===== config.mk =====
export PLATFORM = sky130hd
export DESIGN_NAME = power_mode_controller
export DESIGN_NICKNAME = d
export VERILOG_FILES = /design/src/pmc_pkg.sv /design/src/power_mode_controller.sv
export SDC_FILE = /design/constraint.sdc
export NUM_CORES = 1
export LEC_CHECK = 0
export BUFFER_PORTS_ARGS = -buffer_cell sky130_fd_sc_hd__buf_2
export CORE_AREA = 2 2 106 108
export DETAILED_ROUTE_END_ITERATION = 10
export DIE_AREA = 0 0 108 110
export PLACE_DENSITY = 0.62
export SLEW_MARGIN = 20
export SYNTH_ARGS = -nofsm -noshare
export SYNTH_HDL_FRONTEND = slang
export SYNTH_SLANG_ARGS = --single-unit

===== constraint.sdc =====
create_clock -name clk_i -period 3.3 [get_ports clk_i]
set_input_delay 0.66 -clock clk_i [delete_from_list [all_inputs] [get_ports clk_i]]
set_output_delay 0.66 -clock clk_i [all_outputs]
set_load 0.01 [all_outputs]

===== src/pmc_pkg.sv =====
// package for the power and operating mode controller
// assumes a single 50 MHz clock domain and a classic wishbone register bus
package pmc_pkg;
    localparam logic [3:0] CLK_CTRL_OFF = 4'h0;
    localparam logic [3:0] OSC_CTRL_OFF = 4'h4;
    localparam logic [3:0] STATUS_OFF   = 4'h8;
    localparam logic [3:0] WAKE_EN_OFF  = 4'hC;
    localparam int SEL_POS      = 5;
    localparam int HS_IDLE_POS  = 1;
    localparam int LS_IDLE_POS  = 0;
    localparam int HS_STB_POS   = 1;
    localparam int HS_EN_POS    = 0;
    localparam int PDF_POS      = 0;
    localparam int TOF_POS      = 1;
    localparam int MODE_POS     = 4;
    localparam logic [2:0] SEL_RESET  = 3'h1;
    localparam logic [2:0] SEL_SUB    = 3'h7;
    localparam logic       HS_EN_RESET = 1'b1;

    typedef enum logic [2:0] {
        MODE_FAST, MODE_SLOW, MODE_SLEEP, MODE_IDLE_SUBCLOCK_ONLY_MODE, MODE_IDLE_BOTH_CLOCKS_MODE, MODE_IDLE_FASTCLOCK_ONLY_MODE
    } mode_e;

    typedef struct packed {
        logic       cyc;
        logic       stb;
        logic       we;
        logic [3:0] adr;
        logic [3:0] sel;
        logic [31:0] dat;
    } wb_req_s;

    typedef struct packed {
        logic        ack;
        logic [31:0] dat;
    } wb_rsp_s;
endpackage


===== src/power_mode_controller.sv =====
// power and operating mode controller: clock select, halt modes, wake-up
// assumes cpu events are one-cycle pulses on clk_i; pins and osc stable
// indications are asynchronous and are synchronised here
//
// Design decisions made here: the Wishbone interface to the registers and the placing of the registers.
`timescale 1ns/1ps
module power_mode_controller
    import pmc_pkg::*;
#(
    parameter int PORT_W = 8,
    parameter int IRQ_W  = 8
) (
    input  wire logic              clk_i,
    input  wire logic              rst_i,
    input  wire wb_req_s           wb_req_i,
    output wb_rsp_s                wb_rsp_o,
    input  wire logic              halt_i,
    input  wire logic              clr_wdt_i,
    input  wire logic              stack_full_i,
    input  wire logic [IRQ_W-1:0]  irq_flag_i,
    input  wire logic [IRQ_W-1:0]  irq_enable_i,
    input  wire logic              wdt_enable_i,
    input  wire logic              wdt_overflow_i,
    input  wire logic [PORT_W-1:0] porta_i,
    input  wire logic              hs_osc_ready_i,
    input  wire logic              ls_osc_ready_i,
    output logic                   cpu_run_o,
    output logic                   resume_o,
    output logic                   vector_o,
    output logic                   pc_sp_reset_o,
    output logic                   wdt_clear_o,
    output logic                   hs_osc_on_o,
    output logic                   ls_clk_on_o,
    output logic                   sysclk_sub_o,
    output logic [2:0]             sysclk_div_o,
    output mode_e                  mode_o
);
    typedef struct packed {
        mode_e             mode;
        logic [2:0]        sysclk_select;
        logic [2:0]        active_sel;
        logic              hs_osc_idle_enable;
        logic              ls_osc_idle_enable;
        logic              hs_en;
        logic              hs_osc_stable_flag;
        logic              power_down_flag;
        logic              watchdog_timeout_flag;
        logic [PORT_W-1:0] porta_wake_enable;
        logic [PORT_W-1:0] pa_s1;
        logic [PORT_W-1:0] pa_s2;
        logic [PORT_W-1:0] pa_prev;
        logic [1:0]        hs_sync;
        logic [1:0]        ls_sync;
        logic [IRQ_W-1:0]  irq_block;
        logic              wake_hold;
        logic              resume;
        logic              vector;
        logic              pc_sp_reset;
        logic              wdt_clear;
        logic              ack;
        logic [31:0]       rdat;
    } state_s;

    state_s st;
    state_s next_st;

    function automatic logic halted(input mode_e m);
        halted = (m != MODE_FAST) && (m != MODE_SLOW);
    endfunction

    logic hs_ok;
    logic ls_ok;
    logic [PORT_W-1:0] pa_fall;
    logic [IRQ_W-1:0]  irq_wake;
    logic wake;
    logic wr;
    logic rd;
    // one halt instruction that the controller accepts this cycle
    logic halt_take;

    assign hs_ok    = st.hs_sync[1];
    assign ls_ok    = st.ls_sync[1];
    // falling edge of the synchronised pin, gated per pin
    assign pa_fall  = st.pa_prev & ~st.pa_s2 & st.porta_wake_enable;
    assign irq_wake = irq_flag_i & ~st.irq_block;
    assign wake     = (|pa_fall) || (|irq_wake) || wdt_overflow_i;
    assign wr = wb_req_i.cyc && wb_req_i.stb && wb_req_i.we && !st.ack;
    assign rd = wb_req_i.cyc && wb_req_i.stb && !wb_req_i.we && !st.ack;
    assign halt_take = halt_i && !halted(st.mode) && !st.wake_hold;

    always_comb begin
        next_st = st;
        next_st.pa_s1   = porta_i;
        next_st.pa_s2   = st.pa_s1;
        next_st.pa_prev = st.pa_s2;
        next_st.hs_sync = {st.hs_sync[0], hs_osc_ready_i};
        next_st.ls_sync = {st.ls_sync[0], ls_osc_ready_i};
        next_st.resume      = 1'b0;
        next_st.vector      = 1'b0;
        next_st.pc_sp_reset = 1'b0;
        next_st.wdt_clear   = 1'b0;
        next_st.ack  = wb_req_i.cyc && wb_req_i.stb && !st.ack;
        next_st.rdat = 32'h0;

        // stable flag follows the oscillator only while it is enabled
        next_st.hs_osc_stable_flag = st.hs_en && hs_ok;

        if (wr && wb_req_i.sel[0]) begin
            if (wb_req_i.adr == CLK_CTRL_OFF) begin
                next_st.sysclk_select = wb_req_i.dat[SEL_POS +: 3];
                next_st.hs_osc_idle_enable = wb_req_i.dat[HS_IDLE_POS];
                next_st.ls_osc_idle_enable = wb_req_i.dat[LS_IDLE_POS];
            end else if (wb_req_i.adr == OSC_CTRL_OFF) begin
                next_st.hs_en = wb_req_i.dat[HS_EN_POS];
                if (wb_req_i.dat[HS_EN_POS] && !st.hs_en) begin
                    next_st.hs_osc_stable_flag = 1'b0;
                end
            end else if (wb_req_i.adr == WAKE_EN_OFF) begin
                next_st.porta_wake_enable = wb_req_i.dat[PORT_W-1:0];
            end
        end
        if (rd) begin
            if (wb_req_i.adr == CLK_CTRL_OFF) begin
                next_st.rdat[SEL_POS +: 3] = st.sysclk_select;
                next_st.rdat[HS_IDLE_POS]  = st.hs_osc_idle_enable;
                next_st.rdat[LS_IDLE_POS]  = st.ls_osc_idle_enable;
            end else if (wb_req_i.adr == OSC_CTRL_OFF) begin
                next_st.rdat[HS_STB_POS] = st.hs_osc_stable_flag;
                next_st.rdat[HS_EN_POS]  = st.hs_en;
            end else if (wb_req_i.adr == STATUS_OFF) begin
                next_st.rdat[PDF_POS]      = st.power_down_flag;
                next_st.rdat[TOF_POS]      = st.watchdog_timeout_flag;
                next_st.rdat[MODE_POS +: 3] = st.mode;
            end else if (wb_req_i.adr == WAKE_EN_OFF) begin
                next_st.rdat[PORT_W-1:0] = st.porta_wake_enable;
            end
        end

        if (clr_wdt_i && !halted(st.mode)) begin
            next_st.power_down_flag = 1'b0;
            next_st.wdt_clear = 1'b1;
        end

        case (st.mode)
            MODE_FAST, MODE_SLOW: begin
                // run-mode clock switching, waits for the target clock
                if (st.sysclk_select == SEL_SUB) begin
                    if (ls_ok) begin
                        next_st.active_sel = SEL_SUB;
                        next_st.mode = MODE_SLOW;
                    end
                end else if (st.hs_en && hs_ok) begin
                    next_st.active_sel = st.sysclk_select;
                    next_st.mode = MODE_FAST;
                end
                if (halt_i && !st.wake_hold) begin
                    next_st.power_down_flag = 1'b1;
                    next_st.watchdog_timeout_flag = 1'b0;
                    next_st.wdt_clear = 1'b1;
                    // pending requests at entry are excluded from wake-up
                    next_st.irq_block = irq_flag_i;
                    case ({st.hs_osc_idle_enable, st.ls_osc_idle_enable})
                        2'b00: next_st.mode = MODE_SLEEP;
                        2'b01: next_st.mode = MODE_IDLE_SUBCLOCK_ONLY_MODE;
                        2'b11: next_st.mode = MODE_IDLE_BOTH_CLOCKS_MODE;
                        default: next_st.mode = MODE_IDLE_FASTCLOCK_ONLY_MODE;
                    endcase
                end
                if (st.wake_hold) begin
                    // original source must be running before cpu restarts
                    if (st.active_sel == SEL_SUB ? ls_ok : hs_ok) begin
                        next_st.wake_hold = 1'b0;
                    end
                end
            end
            default: begin
                if (wake) begin
                    next_st.mode = (st.active_sel == SEL_SUB) ?
                                   MODE_SLOW : MODE_FAST;
                    next_st.wake_hold = 1'b1;
                    if (wdt_overflow_i) begin
                        next_st.watchdog_timeout_flag = 1'b1;
                        next_st.pc_sp_reset = 1'b1;
                    end else if ((|irq_wake) && !(|pa_fall) &&
                                 (|(irq_wake & irq_enable_i)) &&
                                 !stack_full_i) begin
                        next_st.vector = 1'b1;
                    end else begin
                        next_st.resume = 1'b1;
                    end
                end
            end
        endcase
    end

    always_ff @(posedge clk_i) begin
        if (rst_i) begin
            st <= '0;
            st.mode <= MODE_FAST;
            st.sysclk_select <= SEL_RESET;
            st.active_sel <= SEL_RESET;
            st.hs_en <= HS_EN_RESET;
            st.pa_s1 <= '1;
            st.pa_s2 <= '1;
            st.pa_prev <= '1;
        end else begin
            st <= next_st;
        end
    end

    // cpu clock gated in every halted mode and during the restart hold
    assign cpu_run_o     = !halted(st.mode) && !st.wake_hold;
    assign resume_o      = st.resume;
    assign vector_o      = st.vector;
    assign pc_sp_reset_o = st.pc_sp_reset;
    assign wdt_clear_o   = st.wdt_clear;
    assign hs_osc_on_o   = (st.mode == MODE_IDLE_BOTH_CLOCKS_MODE) || (st.mode == MODE_IDLE_FASTCLOCK_ONLY_MODE) ||
                           (!halted(st.mode) && st.hs_en);
    assign ls_clk_on_o   = (st.mode != MODE_SLEEP) && (st.mode != MODE_IDLE_FASTCLOCK_ONLY_MODE);
    assign sysclk_sub_o  = (st.active_sel == SEL_SUB);
    assign sysclk_div_o  = st.active_sel;
    assign mode_o        = st.mode;
    assign wb_rsp_o.ack  = st.ack;
    assign wb_rsp_o.dat  = st.rdat;

    a_halt_sets_pdf: assert property (@(posedge clk_i) disable iff (rst_i)
        (halt_i && !halted(st.mode) && !st.wake_hold) |=>
        st.power_down_flag && !st.watchdog_timeout_flag && halted(st.mode))
        else $error("halt did not set power-down");
    a_sleep_entry: assert property (@(posedge clk_i) disable iff (rst_i)
        (halt_i && !halted(st.mode) && !st.wake_hold &&
         !st.hs_osc_idle_enable && !st.ls_osc_idle_enable) |=>
        st.mode == MODE_SLEEP && !ls_clk_on_o)
        else $error("sleep not entered");
    a_idle_both_clocks_mode_entry: assert property (@(posedge clk_i) disable iff (rst_i)
        (halt_i && !halted(st.mode) && !st.wake_hold &&
         st.hs_osc_idle_enable && st.ls_osc_idle_enable) |=>
        st.mode == MODE_IDLE_BOTH_CLOCKS_MODE && hs_osc_on_o)
        else $error("idle-1 not entered");
    a_halt_clear_wdt: assert property (@(posedge clk_i) disable iff (rst_i)
        (halt_i && !halted(st.mode) && !st.wake_hold) |=> wdt_clear_o)
        else $error("watchdog not cleared on halt");
    a_cpu_stopped: assert property (@(posedge clk_i) disable iff (rst_i)
        halted(st.mode) |-> !cpu_run_o)
        else $error("cpu runs while halted");
    a_wdt_wake: assert property (@(posedge clk_i) disable iff (rst_i)
        (halted(st.mode) && wdt_overflow_i) |=>
        pc_sp_reset_o && st.watchdog_timeout_flag && !halted(st.mode))
        else $error("overflow wake wrong");
    a_clrwdt_pdf: assert property (@(posedge clk_i) disable iff (rst_i)
        (clr_wdt_i && !halted(st.mode)) |=> !st.power_down_flag)
        else $error("power-down flag not cleared");
    a_hold_after_wake: assert property (@(posedge clk_i) disable iff (rst_i)
        (halted(st.mode) && wake) |=> !cpu_run_o)
        else $error("cpu ran before clock stable");
    a_blocked_irq: assert property (@(posedge clk_i) disable iff (rst_i)
        (halted(st.mode) && !wdt_overflow_i && !(|pa_fall) &&
         !(|(irq_flag_i & ~st.irq_block))) |=> halted(st.mode))
        else $error("blocked interrupt woke device");
    a_sub_needs_ls: assert property (@(posedge clk_i) disable iff (rst_i)
        $rose(sysclk_sub_o) |-> $past(ls_ok))
        else $error("sub clock taken before stable");
    // entry modes for the two mixed idle-enable settings
    a_idle_subclock_only_mode_entry: assert property (@(posedge clk_i)
        disable iff (rst_i)
        (halt_take && !st.hs_osc_idle_enable && st.ls_osc_idle_enable) |=>
        (st.mode == MODE_IDLE_SUBCLOCK_ONLY_MODE && ls_clk_on_o && !hs_osc_on_o))
        else $error("idle-0 not entered");
    a_idle_fastclock_only_mode_entry: assert property (@(posedge clk_i)
        disable iff (rst_i)
        (halt_take && st.hs_osc_idle_enable && !st.ls_osc_idle_enable) |=>
        (st.mode == MODE_IDLE_FASTCLOCK_ONLY_MODE && hs_osc_on_o && !ls_clk_on_o))
        else $error("idle-2 not entered");
    // run modes never fall into a halted mode without a halt
    a_no_silent_halt: assert property (@(posedge clk_i)
        disable iff (rst_i)
        (!halted(st.mode) && !halt_take) |=> !halted(st.mode))
        else $error("halted without halt instruction");
    a_halt_in_hold: assert property (@(posedge clk_i)
        disable iff (rst_i)
        (halt_i && st.wake_hold && !halted(st.mode)) |=> !halted(st.mode))
        else $error("halt taken during restart hold");
    a_clock_kept: assert property (@(posedge clk_i)
        disable iff (rst_i)
        halted(st.mode) |=> $stable(st.active_sel))
        else $error("clock source changed while halted");
    a_slow_on_sub: assert property (@(posedge clk_i)
        disable iff (rst_i)
        (st.mode == MODE_SLOW) |-> sysclk_sub_o)
        else $error("slow mode not on sub clock");
    a_fast_on_high: assert property (@(posedge clk_i)
        disable iff (rst_i)
        (st.mode == MODE_FAST) |-> !sysclk_sub_o)
        else $error("fast mode on sub clock");
    // stable flag may only be high once the synced ready was seen
    a_stable_cleared: assert property (@(posedge clk_i)
        disable iff (rst_i)
        (wr && wb_req_i.sel[0] && wb_req_i.adr == OSC_CTRL_OFF &&
         wb_req_i.dat[HS_EN_POS] && !st.hs_en) |=> !st.hs_osc_stable_flag)
        else $error("stable flag not cleared on enable");
    a_stable_real: assert property (@(posedge clk_i)
        disable iff (rst_i)
        st.hs_osc_stable_flag |-> $past(hs_ok))
        else $error("stable flag without ready oscillator");
    // wake-up source decoding and priority
    a_any_wake: assert property (@(posedge clk_i)
        disable iff (rst_i)
        (halted(st.mode) && wake) |=> !halted(st.mode))
        else $error("wake event ignored");
    a_pin_wake: assert property (@(posedge clk_i)
        disable iff (rst_i)
        (halted(st.mode) && (|pa_fall) && !wdt_overflow_i) |=>
        (resume_o && !vector_o))
        else $error("pin wake did not resume");
    a_irq_vector: assert property (@(posedge clk_i)
        disable iff (rst_i)
        (halted(st.mode) && !wdt_overflow_i && !(|pa_fall) &&
         (|(irq_wake & irq_enable_i)) && !stack_full_i) |=> vector_o)
        else $error("enabled interrupt not vectored");
    a_irq_resume: assert property (@(posedge clk_i)
        disable iff (rst_i)
        (halted(st.mode) && !wdt_overflow_i && !(|pa_fall) &&
         (|irq_wake) && (!(|(irq_wake & irq_enable_i)) || stack_full_i))
        |=> (resume_o && !vector_o))
        else $error("masked interrupt did not resume");
    a_ovf_keeps_pdf: assert property (@(posedge clk_i)
        disable iff (rst_i)
        (halted(st.mode) && wdt_overflow_i) |=> st.power_down_flag)
        else $error("overflow wake changed power-down flag");
    a_no_run_pcsp: assert property (@(posedge clk_i)
        disable iff (rst_i)
        !halted(st.mode) |=> !pc_sp_reset_o)
        else $error("pc/sp reset outside halted mode");
    a_hold_release: assert property (@(posedge clk_i)
        disable iff (rst_i)
        (st.wake_hold && !halted(st.mode) &&
         (sysclk_sub_o ? ls_ok : hs_ok)) |=> cpu_run_o)
        else $error("cpu held after clock stable");
    c_sleep_wake: cover property (@(posedge clk_i) disable iff (rst_i)
        st.mode == MODE_SLEEP ##1 resume_o);
    c_vector: cover property (@(posedge clk_i) disable iff (rst_i) vector_o);
    c_to_slow: cover property (@(posedge clk_i) disable iff (rst_i)
        st.mode == MODE_FAST ##1 st.mode == MODE_SLOW);
    c_wdt_reset: cover property (@(posedge clk_i) disable iff (rst_i)
        pc_sp_reset_o);
    c_idle_subclock_only_mode_vector: cover property (@(posedge clk_i) disable iff (rst_i)
        st.mode == MODE_IDLE_SUBCLOCK_ONLY_MODE ##1 vector_o);
endmodule


==> flow_summary.toml <==
[critical_path]
worstPathMaxFanout = 9
reg2regPathDepth = 5
r2r-end = "mode_o[0]"
r2r-start = "st[39]"
crit_required_ns = 2.64
timing_worst_setup_path_type = "register to output port"
r2r_slack_ns = 1.59
critical_path_arrival_ns = 1.41
worstSetupStartpointType = "register"
crit_path_end_kind = "output port"

[power]
leakagePower_uw = 0.00153
peakVddDrop_uv = 175
cellPowerDensity_mw_per_mm2 = 491

[sta]
relSlewSlack = 0.305
rsz0062_at_grt = "false"
setup_violations = 0
slew_viol_final = 0
skew_ns = 0.00856
fmax_mhz = 484
fin_setup_tns_ns = 0
worst_pin_slew_ns = 1.04
period_share = 0.626
timing.final.hold_violations = 0
fin_crit_ns = 2.07

[floorplanning]
start_util = 0.294
ioPinCount = 123
core.rowCount = 38
die_area_mm2 = 0.0119
coreArea_mm2 = 0.0107
fp.dieH_um = 110
fp.dieW_um = 108

[final_layout]
antenna_cells = 0
final_common_cell = "dfxtp_1"
fin_util = 0.338
final_nets = 469
nFillCells = 1157
drive_gt1_frac = 0.317
register_area_mm2 = 0.00146
multiInputGateArea_mm2 = 0.00142
layout_common_cells = "dfxtp_1, buf_2, nor2_1"
synthToLayoutAreaGrowth_pct = 14.9

[routing]
postRouteAntennaNets = 0
vias_per_cell = 4.34
detail_route.wirelength_um = 6690
post_drt_wl_per_cell_um = 12.5
num_vias = 2315
dr.pass1.iters = 4
drc = 0
first_iter_violations = 150

[worst_hold_path]
min_from = "next_st[65]"
min_to = "next_st[57]"
hp-class = "register to register"
hold_depth = 1

[global_routing]
grt_max_degree = 68
grt_pass1_wl_um = 10500
grt_usage = 0.115
first_global_vias = 2159
grt-ovfl-total = 0
antenna_found_initial = 0

[yosys]
synth.avg_cell_area_um2 = 9.42
netlist-cell-type-count = 41
synth_area_mm2 = 0.00315
synth_seq_cells = 73
async_flop_share = 0
synth_cells = 334
yosys_warnings = 0
ys_seq_area_frac = 0.464
synthFlopType = "dfxtp_1"
synth_edf_count = 0

[clock_tree]
path_clk_slew_ns = 0.08
clock_sinks = 73
insertion_delay_ns = 0.35
holdBufCountCts = 0
cts-buffers-inserted = 9
cts_tree = "built"
htree_levels = 3
cts-root-buf = "clkbuf_8"
ctsResizeCount = 0
clk_path_buf_depth = 2
postCtsSetupRepairBufs = 0

[placement]
dpl.hpwl_um = 4860
place.gp.congestion = 0.765
io_buffers = 70

[run_status]
status = "completed"

[run]
maxCapViolations = 0
[critical path, cell delays in order (launching register included)]
cell and delay, ns:
dfxtp_1 0.40, or2_2 0.41, nor2_1 0.12, buf_2 0.14
[flip-flops by register name, indices dropped and copies added (netlist names)]
signal	count
next_st	18
wb_rsp_o	9
hs_ok	1
pc_sp_reset_o	1
resume_o	1
vector_o	1
ls_ok	1
mode_o	3
wdt_clear_o	1
st	34
sysclk_div_o	3
[area by class of cell]
type | count | share of cell area
clock buffers | 9 | 0.0343
inverters | 3 | 0.00312
well taps | 140 | 0.0485
flip-flops and latches | 73 | 0.404
multi-input cells | 232 | 0.394
clock inverters | 7 | 0.0194
repair buffers | 70 | 0.0969
[logic make-up (layout without fill, tap and decap cells)]
group	Yosys count	in the layout	synth area share
AND/OR/NAND/NOR	144	144	0.263
flip-flops	73	73	0.464
buffers and inverters	52	89	0.111
AO/OA/AOI/OAI	41	41	0.0827
multiplexers	19	19	0.0616
adder cells (fa/ha/maj)	4	4	0.0159
other	1	24	0.00119
[how the worst max path moves through the flow]
stage / startpoint / to / slack, ns / depth (start not counted)
finish: mode_o[2] / cpu_run_o / 1.23 / 3
detailed placement: wb_req_i[37] / st[78] / 1.02 / 6
floorplan: irq_flag_i[5] / resume_o / 1.38 / 5
global route: mode_o[2] / cpu_run_o / 1.09 / 3
global placement: wb_req_i[37] / st[75] / 1.07 / 6
CTS: mode_o[2] / cpu_run_o / 1.17 / 3
[per-stage QoR]
stage               hold slack (ns)  cells  total power, uW  setup WS (ns)  cell area [um2]
detailed placement            0.398    518             1100           1.02             3420
global placement              0.396    518             1090           1.07             3420
finish                        0.411    534             1770           1.23             3610
CTS                           0.413    534             1790           1.17             3610
global route                  0.419    534             1850           1.09             3610
floorplan                     0.389    357             1060           1.38             3230
[per-layer routing]
metal / global-route usage / vias up / routed length (um)
li1: - / 1166 / -
met3: 0.0347 / 14 / 417
met5: 0 / - / 0
met1: 0.140 / 1058 / 2870
met4: 0.0568 / 0 / 135
met2: 0.187 / 77 / 3260
[power breakdown]
group | internal [uW] | switching, uW
combinational | 65.0 | 88.8
sequential | 909 | 14.0
clock | 349 | 349
total | 1320 | 452
[cells in the mapped netlist, types with 2 or more instances]
cell	n	area, um2
a211o_1	3	26.3
a21oi_1	18	90.1
a22oi_1	8	60.1
and2_1	3	18.8
and3_1	4	25.0
buf_4	39	293
clkbuf_1	9	33.8
dfxtp_1	73	1460
ha_1	4	50.1
inv_1	3	11.3
mux2_2	3	33.8
mux2i_1	16	160
nand2_1	30	113
nand2b_1	2	12.5
nand3_1	4	20.0
nand3b_1	9	67.6
nor2_1	35	131
nor2b_1	14	87.6
nor3_1	4	20.0
nor3_4	2	32.5
nor4_4	2	42.5
o21ai_0	5	25.0
or2_2	26	163
(Power assumes the default switching activity.)
